$ cat src/pkg/sie_pkg.sv
// Purpose: Shared constants and types for the SIE status/FIFO access ends
// Assumes: 250 MHz system clock, full-speed link abstracted to token events
// Notes:   Register offsets are byte addresses on the MCU register port
package sie_pkg;
	// Register offsets
	localparam logic [7:0] OFS_EP_SELECT  = 8'h22;
	localparam logic [7:0] OFS_ADDR_HOLD  = 8'h23;
	localparam logic [7:0] OFS_SIE_STATUS = 8'h25;
	localparam logic [7:0] OFS_FIFO_CTRL  = 8'h26;
	// sie_status fields
	localparam int ST_AUTO_ADDR = 0;
	localparam int ST_ERR       = 1;
	localparam int ST_OUT       = 2;
	localparam int ST_IN        = 3;
	localparam int ST_NAK       = 4;
	localparam int ST_CHECK     = 5;
	localparam int ST_TOKEN_N   = 6;
	localparam int ST_NAK_MASK  = 7;
	// fifo_access_control fields
	localparam int FC_REQUEST = 0;
	localparam int FC_TX      = 1;
	localparam int FC_CLEAR   = 2;
	localparam int FC_ISO_IN  = 3;
	localparam int FC_ISO_OUT = 4;
	localparam int FC_SETUP   = 5;
	localparam int FC_READY   = 6;
	localparam int FC_ZLEN    = 7;
	// address_holding_reg fields
	localparam int AH_WAKE    = 0;
	localparam int AH_ADDR_LO = 1;
	// Reset values
	localparam logic [7:0] SIE_STATUS_RST = 8'h40;
	localparam logic [7:0] FIFO_CTRL_RST  = 8'h00;
	localparam logic [7:0] ADDR_HOLD_RST  = 8'h00;
	localparam logic [2:0] EP_SELECT_RST  = 3'h0;
	// Endpoint codes
	localparam logic [2:0] EP_LAST  = 3'h4;
	localparam logic [2:0] EP_ISO_A = 3'h2;
	localparam logic [2:0] EP_ISO_B = 3'h3;
	// Timing
	localparam int CLK_PERIOD_PS   = 4000;
	localparam int BIT_TIME_PS     = 83333;
	localparam int TOKEN_BITS      = 32;
	localparam int TURNAROUND_BITS = 18;
	localparam int TOKEN_CYC   = (TOKEN_BITS * BIT_TIME_PS + CLK_PERIOD_PS - 1) / CLK_PERIOD_PS;
	localparam int TIMEOUT_CYC = (TURNAROUND_BITS * BIT_TIME_PS) / CLK_PERIOD_PS;
	localparam int CNT_W       = 10;

	typedef enum logic [1:0] {PID_SETUP, PID_IN, PID_OUT} pid_t;
	typedef enum logic [1:0] {HS_ACK, HS_NAK, HS_UNDERRUN, HS_NONE} hs_t;
endpackage : sie_pkg

$ cat src/pkg/usb_link_if.sv
// Purpose: Token-level link between the host end and the SIE device end
// Assumes: Both ends clocked by the same mclk_in
// Notes:   Pulses last one cycle; tok_busy and bus_reset are levels
`timescale 1ns/10ps
`default_nettype none
interface usb_link_if;
	import sie_pkg::*;
	logic       tok_busy;
	logic       tok_valid;
	logic       tok_err;
	pid_t       tok_pid;
	logic [2:0] tok_ep;
	logic [6:0] tok_addr;
	logic       tok_zero;
	logic       in_ack;
	logic       bus_reset;
	logic       hs_valid;
	hs_t        hs_code;

	modport dev_mp (
		input  tok_busy, tok_valid, tok_err, tok_pid, tok_ep, tok_addr, tok_zero,
		input  in_ack, bus_reset,
		output hs_valid, hs_code
	);
	modport host_mp (
		output tok_busy, tok_valid, tok_err, tok_pid, tok_ep, tok_addr, tok_zero,
		output in_ack, bus_reset,
		input  hs_valid, hs_code
	);
endinterface : usb_link_if
`default_nettype wire

$ cat src/hw/sie_device.sv
// Purpose: SIE status and MCU FIFO access control, device end of the link
// Assumes: MCU port reads answer one cycle after the read strobe
// Notes:   FIFO data paths live outside; this block only steers and flags
// Functional notes
// - Auto mode: adopt address after IN data acked
// - Manual mode: address changes on holding write
// - Firmware clears auto mode after next SETUP
// - Shared FIFO access error flag, firmware clears
// - OUT flag: nonzero OUT sets, firmware/SETUP clear
// - Read-only bit: current token is IN
// - Read-only bit: NAK was transmitted
// - CRC/PID/incomplete token sets failure flag
// - Active-low token-in-progress flag, resets high
// - NAK interrupt unless mask bit set
// - USB bus reset clears FIFO access control
// - Firmware selects FIFO, raises then drops request
// - MCU write: direction 1, back to 0 ends
// - MCU read: direction 0, set 1 when done
// - Clear empties FIFO; next IN gets under-run
// - Separate iso IN and OUT interrupt enables
// - Setup flag holds until next packet enters
// - Read-only ready bit of selected FIFO
// - Zero-length flag set by host, cleared on read
// - Three-bit endpoint select, codes 0 to 4
// - Iso endpoints 2 and 3 not firmware accessible
// - Address holding: 7-bit address, wake enable, zero
//
// The plain strobed port was left to the implementer.
`timescale 1ns/10ps
`default_nettype none
module sie_device (
	// Clock and reset
	input  wire logic       mclk_in,
	input  wire logic       arst_n_in,
	// Link to host end
	usb_link_if.dev_mp      lnk,
	// MCU register port
	input  wire logic [7:0] addr_in,
	input  wire logic [7:0] wdata_in,
	input  wire logic       wr_in,
	input  wire logic       rd_in,
	output logic [7:0]      rdata_out,
	// FIFO side status
	input  wire logic [4:0] fifo_ready_in,
	input  wire logic       iso_in_event_in,
	input  wire logic       iso_out_event_in,
	// FIFO side control
	output logic            fifo_grant_out,
	output logic [2:0]      fifo_ep_out,
	output logic            fifo_write_out,
	output logic            fifo_commit_out,
	output logic            fifo_read_done_out,
	output logic            fifo_clear_out,
	// Device status
	output logic [6:0]      dev_addr_out,
	output logic            wake_en_out,
	output logic            irq_out
);
	import sie_pkg::*;
	typedef struct packed {
		logic       auto_address_update;
		logic       in_tok;
		logic       nak;
		logic       tok_n;
		logic       nak_mask;
		logic       req;
		logic       tx;
		logic       iso_in_en;
		logic       iso_out_en;
		logic       setup_f;
		logic       zlen;
		logic [2:0] ep_sel;
		logic [7:0] ahr;
		logic [6:0] dev_addr;
		logic [4:0] underrun;
		logic       hs_valid;
		hs_t        hs_code;
		logic       irq;
		logic [7:0] rdata;
		logic       grant;
		logic       commit;
		logic       rd_done;
		logic       clr_pulse;
	} dev_state_t;
	dev_state_t q, d;
	logic       err_set, err_clr, err_f;
	logic       out_set, out_clr, out_f;
	logic       chk_set, chk_clr, chk_f;
	logic       wr_status, wr_fifo;
	// Only endpoints 0, 1 and 4 may be claimed by firmware
	function automatic logic mcu_ep_ok(input logic [2:0] ep);
		return (ep <= EP_LAST) && (ep != EP_ISO_A) && (ep != EP_ISO_B);
	endfunction : mcu_ep_ok
	function automatic logic ep_ready(input logic [2:0] ep, input logic [4:0] rdy);
		return (ep <= EP_LAST) ? rdy[ep] : 1'b0;
	endfunction : ep_ready
	assign wr_status = wr_in && (addr_in == OFS_SIE_STATUS);
	assign wr_fifo   = wr_in && (addr_in == OFS_FIFO_CTRL);
	// Hardware-set flags; software clears by writing zero
	assign err_set = wr_fifo && wdata_in[FC_REQUEST] && !q.req
		&& !mcu_ep_ok(q.ep_sel);
	assign err_clr = wr_status && !wdata_in[ST_ERR];
	assign out_set = lnk.tok_valid && (lnk.tok_addr == q.dev_addr)
		&& (lnk.tok_pid == PID_OUT) && !lnk.tok_zero;
	assign out_clr = (wr_status && !wdata_in[ST_OUT]) || (lnk.tok_valid
		&& (lnk.tok_addr == q.dev_addr) && (lnk.tok_pid == PID_SETUP));
	assign chk_set = lnk.tok_err;
	assign chk_clr = wr_status && !wdata_in[ST_CHECK];
	sticky_flag u_err (
		.mclk_in   (mclk_in),
		.arst_n_in (arst_n_in),
		.set_in    (err_set),
		.clr_in    (err_clr),
		.flag_out  (err_f)
	);
	sticky_flag u_out (
		.mclk_in   (mclk_in),
		.arst_n_in (arst_n_in),
		.set_in    (out_set),
		.clr_in    (out_clr),
		.flag_out  (out_f)
	);
	sticky_flag u_chk (
		.mclk_in   (mclk_in),
		.arst_n_in (arst_n_in),
		.set_in    (chk_set),
		.clr_in    (chk_clr),
		.flag_out  (chk_f)
	);
	always_comb begin
		d = q;
		d.hs_valid  = 1'b0;
		d.hs_code   = HS_NONE;
		d.commit    = 1'b0;
		d.rd_done   = 1'b0;
		d.clr_pulse = 1'b0;
		d.rdata     = 8'h00;
		d.tok_n     = !lnk.tok_busy;
		// MCU writes; read-only bits are simply not stored
		if (wr_in) begin
			case (addr_in)
				OFS_EP_SELECT: d.ep_sel = wdata_in[2:0];
				OFS_ADDR_HOLD: begin
					d.ahr = wdata_in;
					if (!q.auto_address_update) begin
						d.dev_addr = wdata_in[7:AH_ADDR_LO];
					end
				end
				OFS_SIE_STATUS: begin
					d.auto_address_update     = wdata_in[ST_AUTO_ADDR];
					d.nak_mask = wdata_in[ST_NAK_MASK];
				end
				OFS_FIFO_CTRL: begin
					d.req        = wdata_in[FC_REQUEST];
					d.tx         = wdata_in[FC_TX];
					d.iso_in_en  = wdata_in[FC_ISO_IN];
					d.iso_out_en = wdata_in[FC_ISO_OUT];
					d.setup_f    = wdata_in[FC_SETUP];
					// Write end: direction drops while request still held
					if (q.req && q.tx && wdata_in[FC_REQUEST] && !wdata_in[FC_TX]) begin
						d.commit = 1'b1;
					end
					// Read end: direction rises while request still held
					if (q.req && !q.tx && wdata_in[FC_REQUEST] && wdata_in[FC_TX]) begin
						d.rd_done = 1'b1;
						d.zlen    = 1'b0;
					end
					// Clear acts even when the FIFO is not ready
					if (wdata_in[FC_CLEAR] && mcu_ep_ok(q.ep_sel)) begin
						d.clr_pulse          = 1'b1;
						d.underrun[q.ep_sel] = 1'b1;
					end
				end
				default: ;
			endcase
		end

		// Token handling for our address
		if (lnk.tok_valid && (lnk.tok_addr == q.dev_addr)) begin
			d.hs_valid = 1'b1;
			d.in_tok   = (lnk.tok_pid == PID_IN);
			case (lnk.tok_pid)
				PID_SETUP: begin
					d.hs_code = HS_ACK;
					d.setup_f = 1'b1;
				end
				PID_IN: begin
					if (lnk.tok_ep <= EP_LAST && q.underrun[lnk.tok_ep]) begin
						d.hs_code               = HS_UNDERRUN;
						d.underrun[lnk.tok_ep] = 1'b0;
					end else if (ep_ready(lnk.tok_ep, fifo_ready_in)) begin
						d.hs_code = HS_ACK;
					end else begin
						d.hs_code = HS_NAK;
					end
				end
				PID_OUT: begin
					d.hs_code = ep_ready(lnk.tok_ep, fifo_ready_in) ? HS_ACK : HS_NAK;
					if (lnk.tok_zero) begin
						d.zlen = 1'b1;
					end else begin
						d.setup_f = 1'b0;
					end
				end
				default: d.hs_code = HS_NONE;
			endcase
			d.nak = (d.hs_code == HS_NAK);
		end

		// Deferred address takes effect once the host acks IN data
		if (q.auto_address_update && lnk.in_ack) begin
			d.dev_addr = q.ahr[7:AH_ADDR_LO];
		end

		// Bus reset wins over a FIFO control write in the same cycle
		if (lnk.bus_reset) begin
			d.req        = 1'b0;
			d.tx         = 1'b0;
			d.iso_in_en  = 1'b0;
			d.iso_out_en = 1'b0;
			d.setup_f    = 1'b0;
			d.zlen       = 1'b0;
			d.underrun   = '0;
			d.commit     = 1'b0;
			d.rd_done    = 1'b0;
			d.clr_pulse  = 1'b0;
		end

		d.grant = d.req && mcu_ep_ok(d.ep_sel);
		d.irq = (d.hs_valid && d.hs_code == HS_NAK && !q.nak_mask)
			|| (iso_in_event_in && q.iso_in_en)
			|| (iso_out_event_in && q.iso_out_en);

		// Read data stand only in the cycle after the strobe
		if (rd_in) begin
			case (addr_in)
				OFS_EP_SELECT:  d.rdata = {5'h00, q.ep_sel};
				OFS_ADDR_HOLD:  d.rdata = q.ahr;
				OFS_SIE_STATUS: d.rdata = {q.nak_mask, q.tok_n, chk_f, q.nak, q.in_tok,
					out_f, err_f, q.auto_address_update};
				OFS_FIFO_CTRL:  d.rdata = {q.zlen,
					mcu_ep_ok(q.ep_sel) && ep_ready(q.ep_sel, fifo_ready_in),
					q.setup_f, q.iso_out_en, q.iso_in_en, 1'b0, q.tx, q.req};
				default:        d.rdata = 8'h00;
			endcase
		end
	end

	always_ff @(posedge mclk_in or negedge arst_n_in) begin
		if (!arst_n_in) begin
			q          <= '0;
			q.tok_n    <= SIE_STATUS_RST[ST_TOKEN_N];
			q.ahr      <= ADDR_HOLD_RST;
			q.ep_sel   <= EP_SELECT_RST;
			q.hs_code  <= HS_NONE;
		end else begin
			q <= d;
		end
	end
	assign lnk.hs_valid       = q.hs_valid;
	assign lnk.hs_code        = q.hs_code;
	assign rdata_out          = q.rdata;
	assign fifo_grant_out     = q.grant;
	assign fifo_ep_out        = q.ep_sel;
	assign fifo_write_out     = q.tx;
	assign fifo_commit_out    = q.commit;
	assign fifo_read_done_out = q.rd_done;
	assign fifo_clear_out     = q.clr_pulse;
	assign dev_addr_out       = q.dev_addr;
	assign wake_en_out        = q.ahr[AH_WAKE];
	assign irq_out            = q.irq;
endmodule : sie_device
`default_nettype wire

$ cat src/hw/sticky_flag.sv
// Purpose: Hardware-set, software-cleared status bit
// Assumes: set and clear are synchronous one-cycle terms
// Notes:   Set wins so an event in the clearing cycle is kept
`timescale 1ns/10ps
`default_nettype none
module sticky_flag (
	// Clock and reset
	input  wire logic mclk_in,
	input  wire logic arst_n_in,
	// Control
	input  wire logic set_in,
	input  wire logic clr_in,
	// Status
	output logic      flag_out
);
	typedef struct packed {
		logic flag;
	} flag_state_t;

	flag_state_t q, d;

	always_comb begin
		d = q;
		if (clr_in) begin
			d.flag = 1'b0;
		end
		if (set_in) begin
			d.flag = 1'b1;
		end
	end

	always_ff @(posedge mclk_in or negedge arst_n_in) begin
		if (!arst_n_in) begin
			q <= '0;
		end else begin
			q <= d;
		end
	end

	assign flag_out = q.flag;
endmodule : sticky_flag
`default_nettype wire

$ cat src/flat_wrapper.sv
// flat-port wrapper written by rule: the top's interface ports become plain ports
module sie_device_flat import sie_pkg::*;
  (mclk_in, arst_n_in, addr_in, wdata_in, wr_in, rd_in, rdata_out, fifo_ready_in, iso_in_event_in, iso_out_event_in, fifo_grant_out, fifo_ep_out, fifo_write_out, fifo_commit_out, fifo_read_done_out, fifo_clear_out, dev_addr_out, wake_en_out, irq_out, lnk_tok_busy, lnk_tok_valid, lnk_tok_err, lnk_tok_pid, lnk_tok_ep, lnk_tok_addr, lnk_tok_zero, lnk_in_ack, lnk_bus_reset, lnk_hs_valid, lnk_hs_code);
  usb_link_if lnk_i ();
  input  wire logic mclk_in;
  input  wire logic arst_n_in;
  input  wire logic [7:0] addr_in;
  input  wire logic [7:0] wdata_in;
  input  wire logic wr_in;
  input  wire logic rd_in;
  output logic [7:0] rdata_out;
  input  wire logic [4:0] fifo_ready_in;
  input  wire logic iso_in_event_in;
  input  wire logic iso_out_event_in;
  output logic fifo_grant_out;
  output logic [2:0] fifo_ep_out;
  output logic fifo_write_out;
  output logic fifo_commit_out;
  output logic fifo_read_done_out;
  output logic fifo_clear_out;
  output logic [6:0] dev_addr_out;
  output logic wake_en_out;
  output logic irq_out;
  input wire logic [$bits(lnk_i.tok_busy)-1:0] lnk_tok_busy;
  input wire logic [$bits(lnk_i.tok_valid)-1:0] lnk_tok_valid;
  input wire logic [$bits(lnk_i.tok_err)-1:0] lnk_tok_err;
  input wire logic [$bits(lnk_i.tok_pid)-1:0] lnk_tok_pid;
  input wire logic [$bits(lnk_i.tok_ep)-1:0] lnk_tok_ep;
  input wire logic [$bits(lnk_i.tok_addr)-1:0] lnk_tok_addr;
  input wire logic [$bits(lnk_i.tok_zero)-1:0] lnk_tok_zero;
  input wire logic [$bits(lnk_i.in_ack)-1:0] lnk_in_ack;
  input wire logic [$bits(lnk_i.bus_reset)-1:0] lnk_bus_reset;
  output wire logic [$bits(lnk_i.hs_valid)-1:0] lnk_hs_valid;
  output wire logic [$bits(lnk_i.hs_code)-1:0] lnk_hs_code;
  assign lnk_i.tok_busy = lnk_tok_busy;
  assign lnk_i.tok_valid = lnk_tok_valid;
  assign lnk_i.tok_err = lnk_tok_err;
  assign lnk_i.tok_pid = lnk_tok_pid;
  assign lnk_i.tok_ep = lnk_tok_ep;
  assign lnk_i.tok_addr = lnk_tok_addr;
  assign lnk_i.tok_zero = lnk_tok_zero;
  assign lnk_i.in_ack = lnk_in_ack;
  assign lnk_i.bus_reset = lnk_bus_reset;
  assign lnk_hs_valid = lnk_i.hs_valid;
  assign lnk_hs_code = lnk_i.hs_code;
  sie_device u_core (.mclk_in(mclk_in), .arst_n_in(arst_n_in), .lnk(lnk_i), .addr_in(addr_in), .wdata_in(wdata_in), .wr_in(wr_in), .rd_in(rd_in), .rdata_out(rdata_out), .fifo_ready_in(fifo_ready_in), .iso_in_event_in(iso_in_event_in), .iso_out_event_in(iso_out_event_in), .fifo_grant_out(fifo_grant_out), .fifo_ep_out(fifo_ep_out), .fifo_write_out(fifo_write_out), .fifo_commit_out(fifo_commit_out), .fifo_read_done_out(fifo_read_done_out), .fifo_clear_out(fifo_clear_out), .dev_addr_out(dev_addr_out), .wake_en_out(wake_en_out), .irq_out(irq_out));
endmodule
$ cat config.mk
export PLATFORM = sky130hd
export DESIGN_NAME = sie_device_flat
export DESIGN_NICKNAME = d
export VERILOG_FILES = /design/src/pkg/sie_pkg.sv /design/src/pkg/usb_link_if.sv /design/src/hw/sie_device.sv /design/src/hw/sticky_flag.sv /design/src/flat_wrapper.sv
export SDC_FILE = /design/constraint.sdc
export NUM_CORES = 1
export LEC_CHECK = 0
export BUFFER_PORTS_ARGS = -buffer_cell sky130_fd_sc_hd__clkbuf_2
export CAP_MARGIN = 20
export CORE_UTILIZATION = 52
export DETAILED_ROUTE_END_ITERATION = 8
export GPL_TIMING_DRIVEN = 1
export PLACE_DENSITY_LB_ADDON = 0.15
export SYNTH_ARGS = -nofsm -noshare
export SYNTH_HDL_FRONTEND = slang
export SYNTH_SLANG_ARGS = --single-unit
$ cat constraint.sdc
create_clock -name mclk_in -period 2.1 [get_ports mclk_in]
set_input_delay 0.105 -clock mclk_in [delete_from_list [all_inputs] [get_ports mclk_in]]
set_output_delay 0.105 -clock mclk_in [all_outputs]
set_load 0.03 [all_outputs]
==> results by group, run 1 <==
CTS
  – Inserted Clock Buffers: 5
  – CTS sink cnt: 53
  – Worst-path clk slew: 0.10 ns
  – Clk_lat worst skew: 0.30 ns
  – H-Tree Depth: 2
  – Post-cts sizing count: 0
  – CTS tree: built
  – Longest Clk Path Bufs: 2
  – CTS root buf: clkbuf_8

STA
  – Worst slew pin tran: 0.676 ns
  – Sum Neg Setup Slack: 0 ns
  – Fin. max-slew vios: 0
  – Slew margin rel.: 55.0%
  – Fmax: 535 MHz
  – Worst Skew: 0.00962 ns
  – RSZ-0062 raised after global routing: false
  – Tcrit/Tclk final: 89.1%
  – Final setup viols: 0
  – Final min period: 1.87 ns
  – Hold Vio Cnt, Final: 0

Detailed routing
  – Pre-antenna DRT Iters: 5
  – Vias/cell: 5.46
  – Antenna Violating Nets Remaining: 0
  – Post-Route WL: 5870 um
  – First-iteration detailed-routing DRC count: 128
  – Via count: 2125
  – DR DRC count: 0
  – Drt wl/cell: 15.1 um

Synthesis
  – Largest family of logic cells by synthesized area: compound AO/OA/AOI/OAI gates
  – Mapped Cells: 263
  – Commonest register cell after synthesis: dfrtp_1
  – Async SR Flop Fraction: 100%
  – Seq/Total Area, Yosys: 49.5%
  – #FFs+latches synth: 53
  – Mapped Nets: 308
  – Synth Area in Compound Gates: 15.8%
  – Number of synthesized flops with an enable pin: 0
  – XOR/XNOR Fraction of Synth Area: 2.61%
  – Netlist cell types: 44
  – Adder-Cell Fraction of Synth Area: 0%
  – Simple-gate share of the synthesized area: 15.5%
  – Syn_area_per_cell: 10.2 sq um
  – Mux contribution to synthesized area: 7.59%
  – Post-synthesis cell area: 2690 sq um
  – Number of synthesis warnings: 0

Worst setup path
  – CP Cell Sequence: xor2_1, nor4_2, nand4_1, or4b_1, o21a_1
  – Largest stage delay, worst path: 0.56 ns
  – Startpoint Class: flip-flop
  – CP endpoint kind: flip-flop
  – Crit-path leading delay family: simple AND/OR/NAND/NOR gates
  – Setup CP Type: flip-flop to flip-flop
  – Worst path depth: 5
  – R2R cell count: 5
  – Critical path required time: 2.30 ns
  – Worst-path maximum fanout: 3
  – Slowest cell on crit path: or4b_1
  – Critical path buffers and inverters: 0
  – Crit path DAT: 2.07 ns

Cells and area
  – Final #Nets: 366
  – Commonest non-fill, non-tap cell in the layout: clkbuf_2
  – Most frequent cells in the layout: clkbuf_2, dfrtp_1, nor2_1, nand2_1, mux2_2
  – Area Overhead vs Synth: 17.3%
  – Layout cell share with drive strength beyond 1: 33.9%
  – Fillcell total: 405
  – ANT cells: 0

Hold path
  – Worst hold path depth: 2
  – Worst hold-check path type: input pin to flip-flop

Placement
  – Post-DP HPWL: 4380 um
  – PortBufs: 72
  – GPL Wtd Cong: 0.831

Global routing
  – Largest net degree at the start of global routing: 54
  – Initial antenna violation count: 0
  – GRT overflow: 0
  – Vias in the first global route: 1998
  – First-pass GRT wire length: 9480 um
  – Total track usage: 23.4%

Floorplan
  – Die extent in y: 73.9 um
  – Top Ports: 73
  – Core area: 4850 sq um
  – Die area: 5460 sq um
  – Starting density of the core: 55.4%
  – Width of the die: 73.9 um
  – Rows: 25

Power and ir drop
  – Total Power: 2.48 mW
  – PD cells: 788 nW/um^2
  – Peak supply drop: 0.000507 V
  – Lkg Pwr: 1.55 nW

Job
  – Max Cap Viol: 0

Run status
  – Outcome: completed
registers in the layout (all words and copies together), names as in the netlist:
signal                     cells
u_core.u_out.flag_out          1
u_core.irq_out                 1
u_core.u_chk.flag_out          1
u_core.q                      22
u_core.fifo_commit_out         1
u_core.wake_en_out             1
u_core.fifo_read_done_out      1
u_core.lnk.hs_valid            1
u_core.fifo_ep_out             3
u_core.dev_addr_out            7
u_core.fifo_grant_out          1
u_core.u_err.flag_out          1
u_core.fifo_write_out          1
u_core.lnk.hs_code             2
u_core.rdata_out               8
u_core.fifo_clear_out          1
cells in the mapped netlist, types with 2 or more instances:
cell	instances	area, sq um
buf_2	2	10.0
nor4_1	3	18.8
mux2_2	11	124
a21o_1	2	15.0
nand3_1	3	15.0
o21ai_0	10	50.1
nand2_1	13	48.8
dfrtp_1	50	1250
nor3_1	4	20.0
mux2i_1	8	80.1
nand3b_1	2	15.0
a22o_1	9	78.8
or2_2	2	12.5
a22oi_1	7	52.6
o22ai_1	6	37.5
o32ai_1	3	26.3
or3_1	2	12.5
a21oi_1	9	45.0
clkbuf_1	9	33.8
a31oi_1	3	18.8
o41ai_1	2	17.5
dfstp_2	3	78.8
inv_1	9	33.8
nand2b_1	4	25.0
nor2_1	31	116
nand4_1	3	18.8
nor2b_1	5	31.3
nand4b_1	2	17.5
o31ai_1	3	22.5
buf_4	22	165
a222oi_1	2	20.0
xor2_1	7	61.3
logic make-up after synthesis:
logic type             count (synthesis)
flip-flops                            53
buffers and inverters                 42
AO/OA/AOI/OAI                         61
XOR/XNOR                               8
AND/OR/NAND/NOR                       80
multiplexers                          19
stage by stage:
step / setup WS (ns) / utilization [%] / instance area [sq um] / hold slack, ns / instances
floorplan: 0.301 / - / 2690 / -0.191 / 263
global placement: 0.281 / 61.8 / 3000 / 0.215 / 379
detailed placement: 0.219 / 61.8 / 3000 / 0.219 / 379
CTS: 0.197 / 65.0 / 3150 / 0.00226 / 389
global route: 0.0746 / 65.0 / 3150 / 0.0111 / 389
finish: 0.230 / 65.0 / 3150 / 0.00239 / 389
where the power goes:
group / switching, mW / internal, mW / total, mW
Combinational: 0.316 / 0.176 / 0.493
Sequential: 0.0759 / 1.10 / 1.18
Clock: 0.336 / 0.474 / 0.810
layer usage:
layer / track usage [%] / vias to the layer above / part of all wire (%)
met2: 36.1 / 65 / 46
met5: 0 / - / 0
li1: - / 1044 / -
met4: 7.91 / 0 / 1.1
met3: 5.08 / 4 / 4.9
met1: 32.8 / 1012 / 48
path summary, 6_finish.rpt:
path,end,slack [ns],from
worst max-delay path,u_core.q[16]$_DFF_PN0_,0.23,u_core.dev_addr_out[5]$_DFFE_PN0P_
worst max register to register,u_core.q[16]$_DFF_PN0_,0.23,u_core.dev_addr_out[5]$_DFFE_PN0P_
worst min register to register,u_core.q[47]$_DFFE_PN0N_,0.49,u_core.q[47]$_DFFE_PN0N_
min in group asynchronous,u_core.rdata_out[4]$_DFF_PN0_,0.45,arst_n_in
worst min-delay path,u_core.u_chk.flag_out$_DFFE_PN0P_,0.002,lnk_tok_err
max in group asynchronous,u_core.q[16]$_DFF_PN0_,1.19,arst_n_in
repair_timing:
action                                 CTS  global route
hold buffers                             2             0
buffers inserted                         0             0
endpoints found under the hold margin   51             0
final cells by class:
type,count,area (sq um),area share [%]
Tap cell,67,83.8,2.66
Clock inverter,3,65.1,2.07
Timing Repair Buffer,84,455,14.5
Clock buffer,5,68.8,2.18
Inverter,9,33.8,1.07
Sequential cell,53,1330,42.2
Multi-Input combinational cell,168,1110,35.3
worst register-to-register path, cell delays in order, from the launching register on:
cell and delay [ns]:
dfrtp_1 0.41, xor2_1 0.18, nor4_2 0.26, nand4_1 0.18, or4b_1 0.56, o21a_1 0.18
Power figures use the tool's default switching activity.
==> run 2, diff against run 1 <==
--- a/config.mk
+++ b/config.mk
@@ -7,6 +7,7 @@
 export LEC_CHECK = 0
 export BUFFER_PORTS_ARGS = -buffer_cell sky130_fd_sc_hd__clkbuf_2
 export CAP_MARGIN = 20
+export CORE_MARGIN = 4
 export CORE_UTILIZATION = 52
 export DETAILED_ROUTE_END_ITERATION = 8
 export GPL_TIMING_DRIVEN = 1
==> constraint.sdc (replaced) <==
create_clock -name mclk_in -period 1.9 [get_ports mclk_in]
set_input_delay 0.095 -clock mclk_in [delete_from_list [all_inputs] [get_ports mclk_in]]
set_output_delay 0.095 -clock mclk_in [all_outputs]
set_load 0.03 [all_outputs]
==> run 2 against run 1 <==
  * First-iteration DRC count up 3.1%
  * Clock power decreased by 24%
  * Cell area is 0.12% higher
  * Power about the same
  * Hold slack better by 0.035 ns
  * Count of clock-buffer cells in the layout stayed put
  * Critical path depth grew 1
  * Combinational power grew 16%
  * Core utilization rose by 0.077 points
  * Setup slack worse by 0.15 ns
  * Global-route usage down 3.6 points
  * Critical endpoint is now u_core.u_out.flag_out$_DFFE_PN0P_
  * Largest power group unchanged
==> results by group, run 2 (same netlist as run 1, synthesis figures left out) <==
Run status
  – Outcome: completed

Global routing
  – Total track usage: 19.8% (-3.6 points)
  – Vias in the first global route: 2132 (+6.7%)
  – Initial antenna violation count: 0 (unchanged)
  – GRT overflow: 0 (unchanged)
  – Largest net degree at the start of global routing: 54 (unchanged)
  – First-pass GRT wire length: 9800 um (+3.4%)

Cells and area
  – Max FFs per register: 22 (unchanged)
  – Fillcell total: 412 (+1.7%)
  – Area Overhead vs Synth: 17.4%
  – Most frequent cells in the layout: clkbuf_2, dfrtp_1, nor2_1, nand2_1, buf_4
  – Sequential Area: 1330 sq um (unchanged)
  – Commonest non-fill, non-tap cell in the layout: clkbuf_2
  – Final #Nets: 371 (+1.4%)
  – ANT cells: 0 (unchanged)
  – Multi-input gate area: 1120 sq um (+0.56%)
  – Layout cell share with drive strength beyond 1: 34.3% (+0.40 points)
  – Top reg by flops: u_core.q
  – Cell Count, Final, Fillers Out: 394 (+1.3%)

Worst setup path
  – Worst-path maximum fanout: 14 (+11)
  – Crit path DAT: 2.02 ns (-0.05 ns)
  – Critical path required time: 2.10 ns (-0.20 ns)
  – Setup CP Type: flip-flop to flip-flop
  – R2R cell count: 6 (+1)
  – Startpoint Class: flip-flop
  – CP endpoint kind: flip-flop

Floorplan
  – Core area: 4850 sq um (unchanged)
  – Die area: 6380 sq um (+17%)
  – Starting density of the core: 55.4% (unchanged)
  – Width of the die: 79.9 um (+8.1%)
  – Top Ports: 73 (unchanged)
  – Die extent in y: 79.9 um (+8.1%)
  – Rows: 25 (unchanged)

STA
  – Fmax: 550 MHz (+2.9%)
  – Final worst slack: 0.0816 ns (-0.148 ns)
  – Hold Vio Cnt, Final: 0 (unchanged)
  – Tcrit/Tclk final: 95.7% (+6.6 points)
  – Final min period: 1.82 ns (-0.0520 ns)
  – Final setup viols: 0 (unchanged)
  – Fin. max-slew vios: 0 (unchanged)
  – RSZ-0062 raised after global routing: false
  – Worst slew pin tran: 0.652 ns (-0.0241 ns)
  – Slew margin rel.: 56.6% (+1.6 points)
  – Worst Skew: 0.00478 ns (-0.00483 ns)
  – Sum Neg Setup Slack: 0 ns (unchanged)

Detailed routing
  – DR DRC count: 0 (unchanged)
  – First-iteration detailed-routing DRC count: 132 (+3.1%)
  – Post-Route WL: 6040 um (+3.0%)
  – Pre-antenna DRT Iters: 4 (-1)
  – Vias/cell: 5.42 (-0.71%)
  – Antenna Violating Nets Remaining: 0 (unchanged)
  – Via count: 2137 (+0.56%)
  – Drt wl/cell: 15.3 um (+1.7%)

Placement
  – Dpl ws: 0.0148 ns (-0.205 ns)
  – GPL Wtd Cong: 0.832 (+0.12%)
  – Post-DP HPWL: 4600 um (+5.0%)
  – PortBufs: 72 (unchanged)
  – Dpl cells: 380 (+0.26%)

CTS
  – Worst-path clk slew: 0.09 ns (about the same)
  – Clk_lat worst skew: 0.30 ns (about the same)
  – CTS tree: built
  – CTS sink cnt: 53 (unchanged)
  – CTS root buf: clkbuf_8
  – Inserted Clock Buffers: 5 (unchanged)
  – Longest Clk Path Bufs: 2 (unchanged)
  – H-Tree Depth: 2 (unchanged)

Hold path
  – Worst hold path depth: 3 (+1)
  – Worst hold-check path type: input pin to flip-flop

Job
  – Max Cap Viol: 0 (unchanged)

Power and ir drop
  – Lkg Pwr: 1.55 nW (about the same)
  – PD cells: 787 nW/um^2 (-0.10%)
  – Peak supply drop: 0.000636 V (+26%)
run 2: cell types whose count changed in the layout (fill, tap and decap cells not counted), sizes merged:
cell / change
dlygate4sd3: +3
buf: +2
clkinvlp: +1
bufinv: -2
clkinv: +1
run 2: final cells by class:
| cell class | instances | share of cell area, % |
|---|---|---|
| timing repair buffer | 89 | 15.9 |
| clock buffer | 5 | 2.18 |
| multi-input combinational | 168 | 35.5 |
| inverter | 9 | 1.07 |
| sequential | 53 | 42.2 |
| tap | 67 | 2.66 |
| clock inverter | 3 | 0.555 |
run 2: final timing paths:
path                                                     from                                  to  slack, ns
max                        u_core.dev_addr_out[4]$_DFFE_PN0P_   u_core.u_out.flag_out$_DFFE_PN0P_       0.08
min                                           iso_in_event_in            u_core.irq_out$_DFF_PN0_       0.04
max reg2reg                u_core.dev_addr_out[4]$_DFFE_PN0P_   u_core.u_out.flag_out$_DFFE_PN0P_       0.08
min reg2reg                          u_core.q[45]$_DFFE_PN0P_            u_core.irq_out$_DFF_PN0_       0.49
max in group asynchronous                           arst_n_in      u_core.wake_en_out$_DFFE_PN0P_       1.03
min in group asynchronous                           arst_n_in  u_core.dev_addr_out[5]$_DFFE_PN0P_       0.44
run 2: worst max-delay path, cell delays in order, from the launching register on:
cell and delay (ns):
dfrtp_1 0.41, xor2_1 0.18, nor4_2 0.25, nand4_1 0.18
buf_4 0.23, or3_1 0.33, and2_1 0.15
run 2: metrics by stage:
step | total power [mW] | cell area [sq um] | util [%] | hold slack, ns
finish | 2.48 | 3150 | 65.1 | 0.0372
global route | 2.62 | 3150 | 65.1 | 0.0298
CTS | 2.50 | 3140 | 64.8 | 0.0209
global placement | 1.86 | 3000 | 62.0 | 0.204
detailed placement | 1.87 | 3000 | 62.0 | 0.212
floorplan | 1.75 | 2690 | - | -0.201
run 2: timing repair:
item | 4_1_cts | 5_1_grt
hold buffers | 5 | 0
endpoints found under the setup margin | 0 | 7
resized for setup | 0 | 1
buffers inserted | 0 | 1
hold endpoints to repair | 54 | 0
run 2: metal layers:
metal	vias to the layer above	routed length (um)	track usage, %
li1	1046	-	-
met1	1013	2780	27.4
met3	7	410	4.06
met5	-	0	0
met2	71	2790	31.8
met4	0	65	5.07
run 2: power by group:
group | internal [mW] | switching, mW | leakage (nW) | total, mW
sequential | 1.22 | 0.0777 | 0.710 | 1.30
clock | 0.255 | 0.360 | 0.0439 | 0.615
combinational | 0.212 | 0.358 | 0.795 | 0.570
==> run 3, diff against run 2 <==
--- a/config.mk
+++ b/config.mk
@@ -12,6 +12,7 @@
 export DETAILED_ROUTE_END_ITERATION = 8
 export GPL_TIMING_DRIVEN = 1
 export PLACE_DENSITY_LB_ADDON = 0.15
+export SETUP_SLACK_MARGIN = 0.4
 export SYNTH_ARGS = -nofsm -noshare
 export SYNTH_HDL_FRONTEND = slang
 export SYNTH_SLANG_ARGS = --single-unit
==> run 3 against run 2 <==
  * Critical path type unchanged
  * Largest power group unchanged
  * Cell area grew 6.0%
  * First-iteration DRC count grew 45%
  * Highest routed layer unchanged
  * Largest cell class unchanged
  * Non-clock buffer count grew 7
  * Core utilization grew 3.9 points
  * The run now ends with negative setup slack left
==> results by group, run 3 (same netlist as run 1, synthesis figures left out) <==
Detailed routing
  – Via count: 2186 (+2.3%)
  – Antenna Violating Nets Remaining: 0 (unchanged)
  – Drt wl/cell: 16.5 um (+7.4%)
  – Post-Route WL: 6610 um (+9.3%)
  – Pre-antenna DRT Iters: 4 (unchanged)
  – DR DRC count: 0 (unchanged)
  – Vias/cell: 5.45 (+0.51%)
  – First-iteration detailed-routing DRC count: 192 (+45%)

CTS
  – CTS sink cnt: 53 (unchanged)
  – CTS tree: built
  – Longest Clk Path Bufs: 2 (unchanged)
  – CTS root buf: clkbuf_8
  – H-Tree Depth: 2 (unchanged)
  – Inserted Clock Buffers: 5 (unchanged)
  – Clk_lat worst skew: 0.31 ns (about the same)
  – Worst-path clk slew: 0.09 ns (about the same)

Run status
  – Failing checks: negative setup slack
  – Outcome: finished, violations left

Worst setup path
  – Largest stage delay, worst path: 0.55 ns (+0.14 ns)
  – Startpoint Class: flip-flop
  – Worst-path maximum fanout: 2 (-12)
  – Setup CP Type: flip-flop to flip-flop
  – CP Cell Sequence: xor2_1, nor4_2, nand4_1, or4b_1, o21a_1
  – Crit path DAT: 2.11 ns (+0.09 ns)
  – Critical path required time: 2.10 ns (about the same)
  – Crit-path leading delay family: simple AND/OR/NAND/NOR gates
  – Slowest cell on crit path: or4b_1
  – Critical path buffers and inverters: 0 (-1)
  – CP endpoint kind: flip-flop

Cells and area
  – Max FFs per register: 22 (unchanged)
  – Post-route cell area: 3340 sq um (+6.0%)
  – Top reg by flops: u_core.q
  – Commonest non-fill, non-tap cell in the layout: clkbuf_2
  – Most frequent cells in the layout: clkbuf_2, dfrtp_1, nor2_1, buf_4
  – Final #Nets: 378 (+1.9%)
  – Layout cell share with drive strength beyond 1: 39.2% (+5.0 points)
  – Area Overhead vs Synth: 24.5%
  – ANT cells: 0 (unchanged)

Floorplan
  – Rows: 25 (unchanged)
  – Core area: 4850 sq um (unchanged)
  – Die area: 6380 sq um (unchanged)
  – Starting density of the core: 55.4% (unchanged)
  – Width of the die: 79.9 um (unchanged)
  – Die extent in y: 79.9 um (unchanged)
  – Top Ports: 73 (unchanged)

Global routing
  – Initial antenna violation count: 0 (unchanged)
  – First-pass GRT wire length: 10200 um (+4.0%)
  – GRT overflow: 0 (unchanged)
  – Largest net degree at the start of global routing: 54 (unchanged)
  – Vias in the first global route: 2110 (-1.0%)
  – Total track usage: 20.8% (+0.97 points)

STA
  – Hold Vio Cnt, Final: 0 (unchanged)
  – Final setup viols: 1 (+1)
  – Final min period: 1.91 ns (+0.0959 ns)
  – Slew margin rel.: 55.6% (-1.0 points)
  – Fin. max-slew vios: 0 (unchanged)
  – Fmax: 522 MHz (-5.0%)
  – Sum Neg Setup Slack: -0.0143 ns (-0.0143 ns)
  – Worst Skew: 0.00534 ns (+0.000562 ns)
  – Final worst slack: -0.0143 ns (-0.0959 ns)
  – Worst slew pin tran: 0.667 ns (+0.0151 ns)
  – Tcrit/Tclk final: 101% (+5.0 points)
  – RSZ-0062 raised after global routing: true

Placement
  – GPL Wtd Cong: 0.826 (-0.64%)
  – Post-DP HPWL: 4550 um (-1.1%)
  – PortBufs: 72 (unchanged)
  – DP Area: 3010 sq um (+0.25%)

Power and ir drop
  – Lkg Pwr: 1.65 nW (+6.3%)
  – Peak supply drop: 0.000599 V (-5.8%)
  – PD cells: 812 nW/um^2 (+3.2%)
  – Total Power: 2.71 mW (+9.4%)

Hold path
  – Worst hold-check path type: input pin to flip-flop

Job
  – Max Cap Viol: 0 (unchanged)
## run 3: changes by cell type in the layout (fill, tap and decap cells not counted), sizes merged
cell / previous run / this run
clkinvlp: 1 / 0
buf: 12 / 20
clkinv: 2 / 0
dlygate4sd3: 5 / 4
clkbuf: 77 / 79
bufinv: 0 / 1
## run 3: final cells by class
| cell class | instances | area, sq um |
|---|---|---|
| clock buffer | 7 | 86.3 |
| sequential | 53 | 1330 |
| timing repair buffer | 96 | 586 |
| tap | 67 | 83.8 |
| fill | 373 | 1510 |
| multi-input combinational | 168 | 1190 |
| clock inverter | 1 | 30.0 |
| inverter | 9 | 33.8 |
## run 3: repair_timing
| action | 4_1_cts | 5_1_grt |
|---|---|---|
| setup buffers | 5 | 3 |
| hold buffers | 4 | 0 |
| hold endpoints to repair | 53 | 0 |
| gates resized for setup | 15 | 9 |
| endpoints found under the setup margin | 12 | 14 |
| pin swaps | 8 | 6 |
## run 3: metrics by stage
step,hold slack [ns],utilization [%],std cells,worst slack (ns)
after floorplan,-0.201,-,263,0.180
final,0.0415,69.0,401,-0.0143
after CTS,0.0293,67.6,398,0.0681
after global routing,0.0320,69.0,401,-0.0863
after detailed placement,0.208,62.1,381,0.0495
after global placement,0.205,62.1,381,0.0993
## run 3: worst paths after layout
| kind | from | endpoint | slack, ns | cells after the start |
|---|---|---|---|---|
| setup / recovery | u_core.dev_addr_out[4]$_DFFE_PN0P_ | u_core.q[16]$_DFF_PN0_ | -0.01 | 5 |
| hold / removal | wdata_in[6] | u_core.q[34]$_DFFE_PN0P_ | 0.04 | 2 |
| setup reg to reg | u_core.dev_addr_out[4]$_DFFE_PN0P_ | u_core.q[16]$_DFF_PN0_ | -0.01 | 5 |
| hold reg to reg | u_core.q[45]$_DFFE_PN0P_ | u_core.irq_out$_DFF_PN0_ | 0.52 | 1 |
| max in group asynchronous | arst_n_in | u_core.q[30]$_DFFE_PN0P_ | 1.02 | 3 |
| min in group asynchronous | arst_n_in | u_core.dev_addr_out[3]$_DFFE_PN0P_ | 0.44 | 3 |
## run 3: layer usage
metal  global-route usage, %  share of wire, %  vias to the layer above
li1                        -                 -                     1058
met1                    28.5                45                     1050
met2                    33.3                47                       66
met3                    4.51               6.0                       12
met4                    5.57               1.6                        0
met5                       0                 0                        -
## run 3: report_power, final
| part | internal (mW) | switching [mW] | total (mW) | leakage (nW) |
|---|---|---|---|---|
| combinational | 0.238 | 0.380 | 0.618 | 0.879 |
| clock | 0.430 | 0.367 | 0.797 | 0.0585 |
| sequential | 1.22 | 0.0803 | 1.30 | 0.710 |
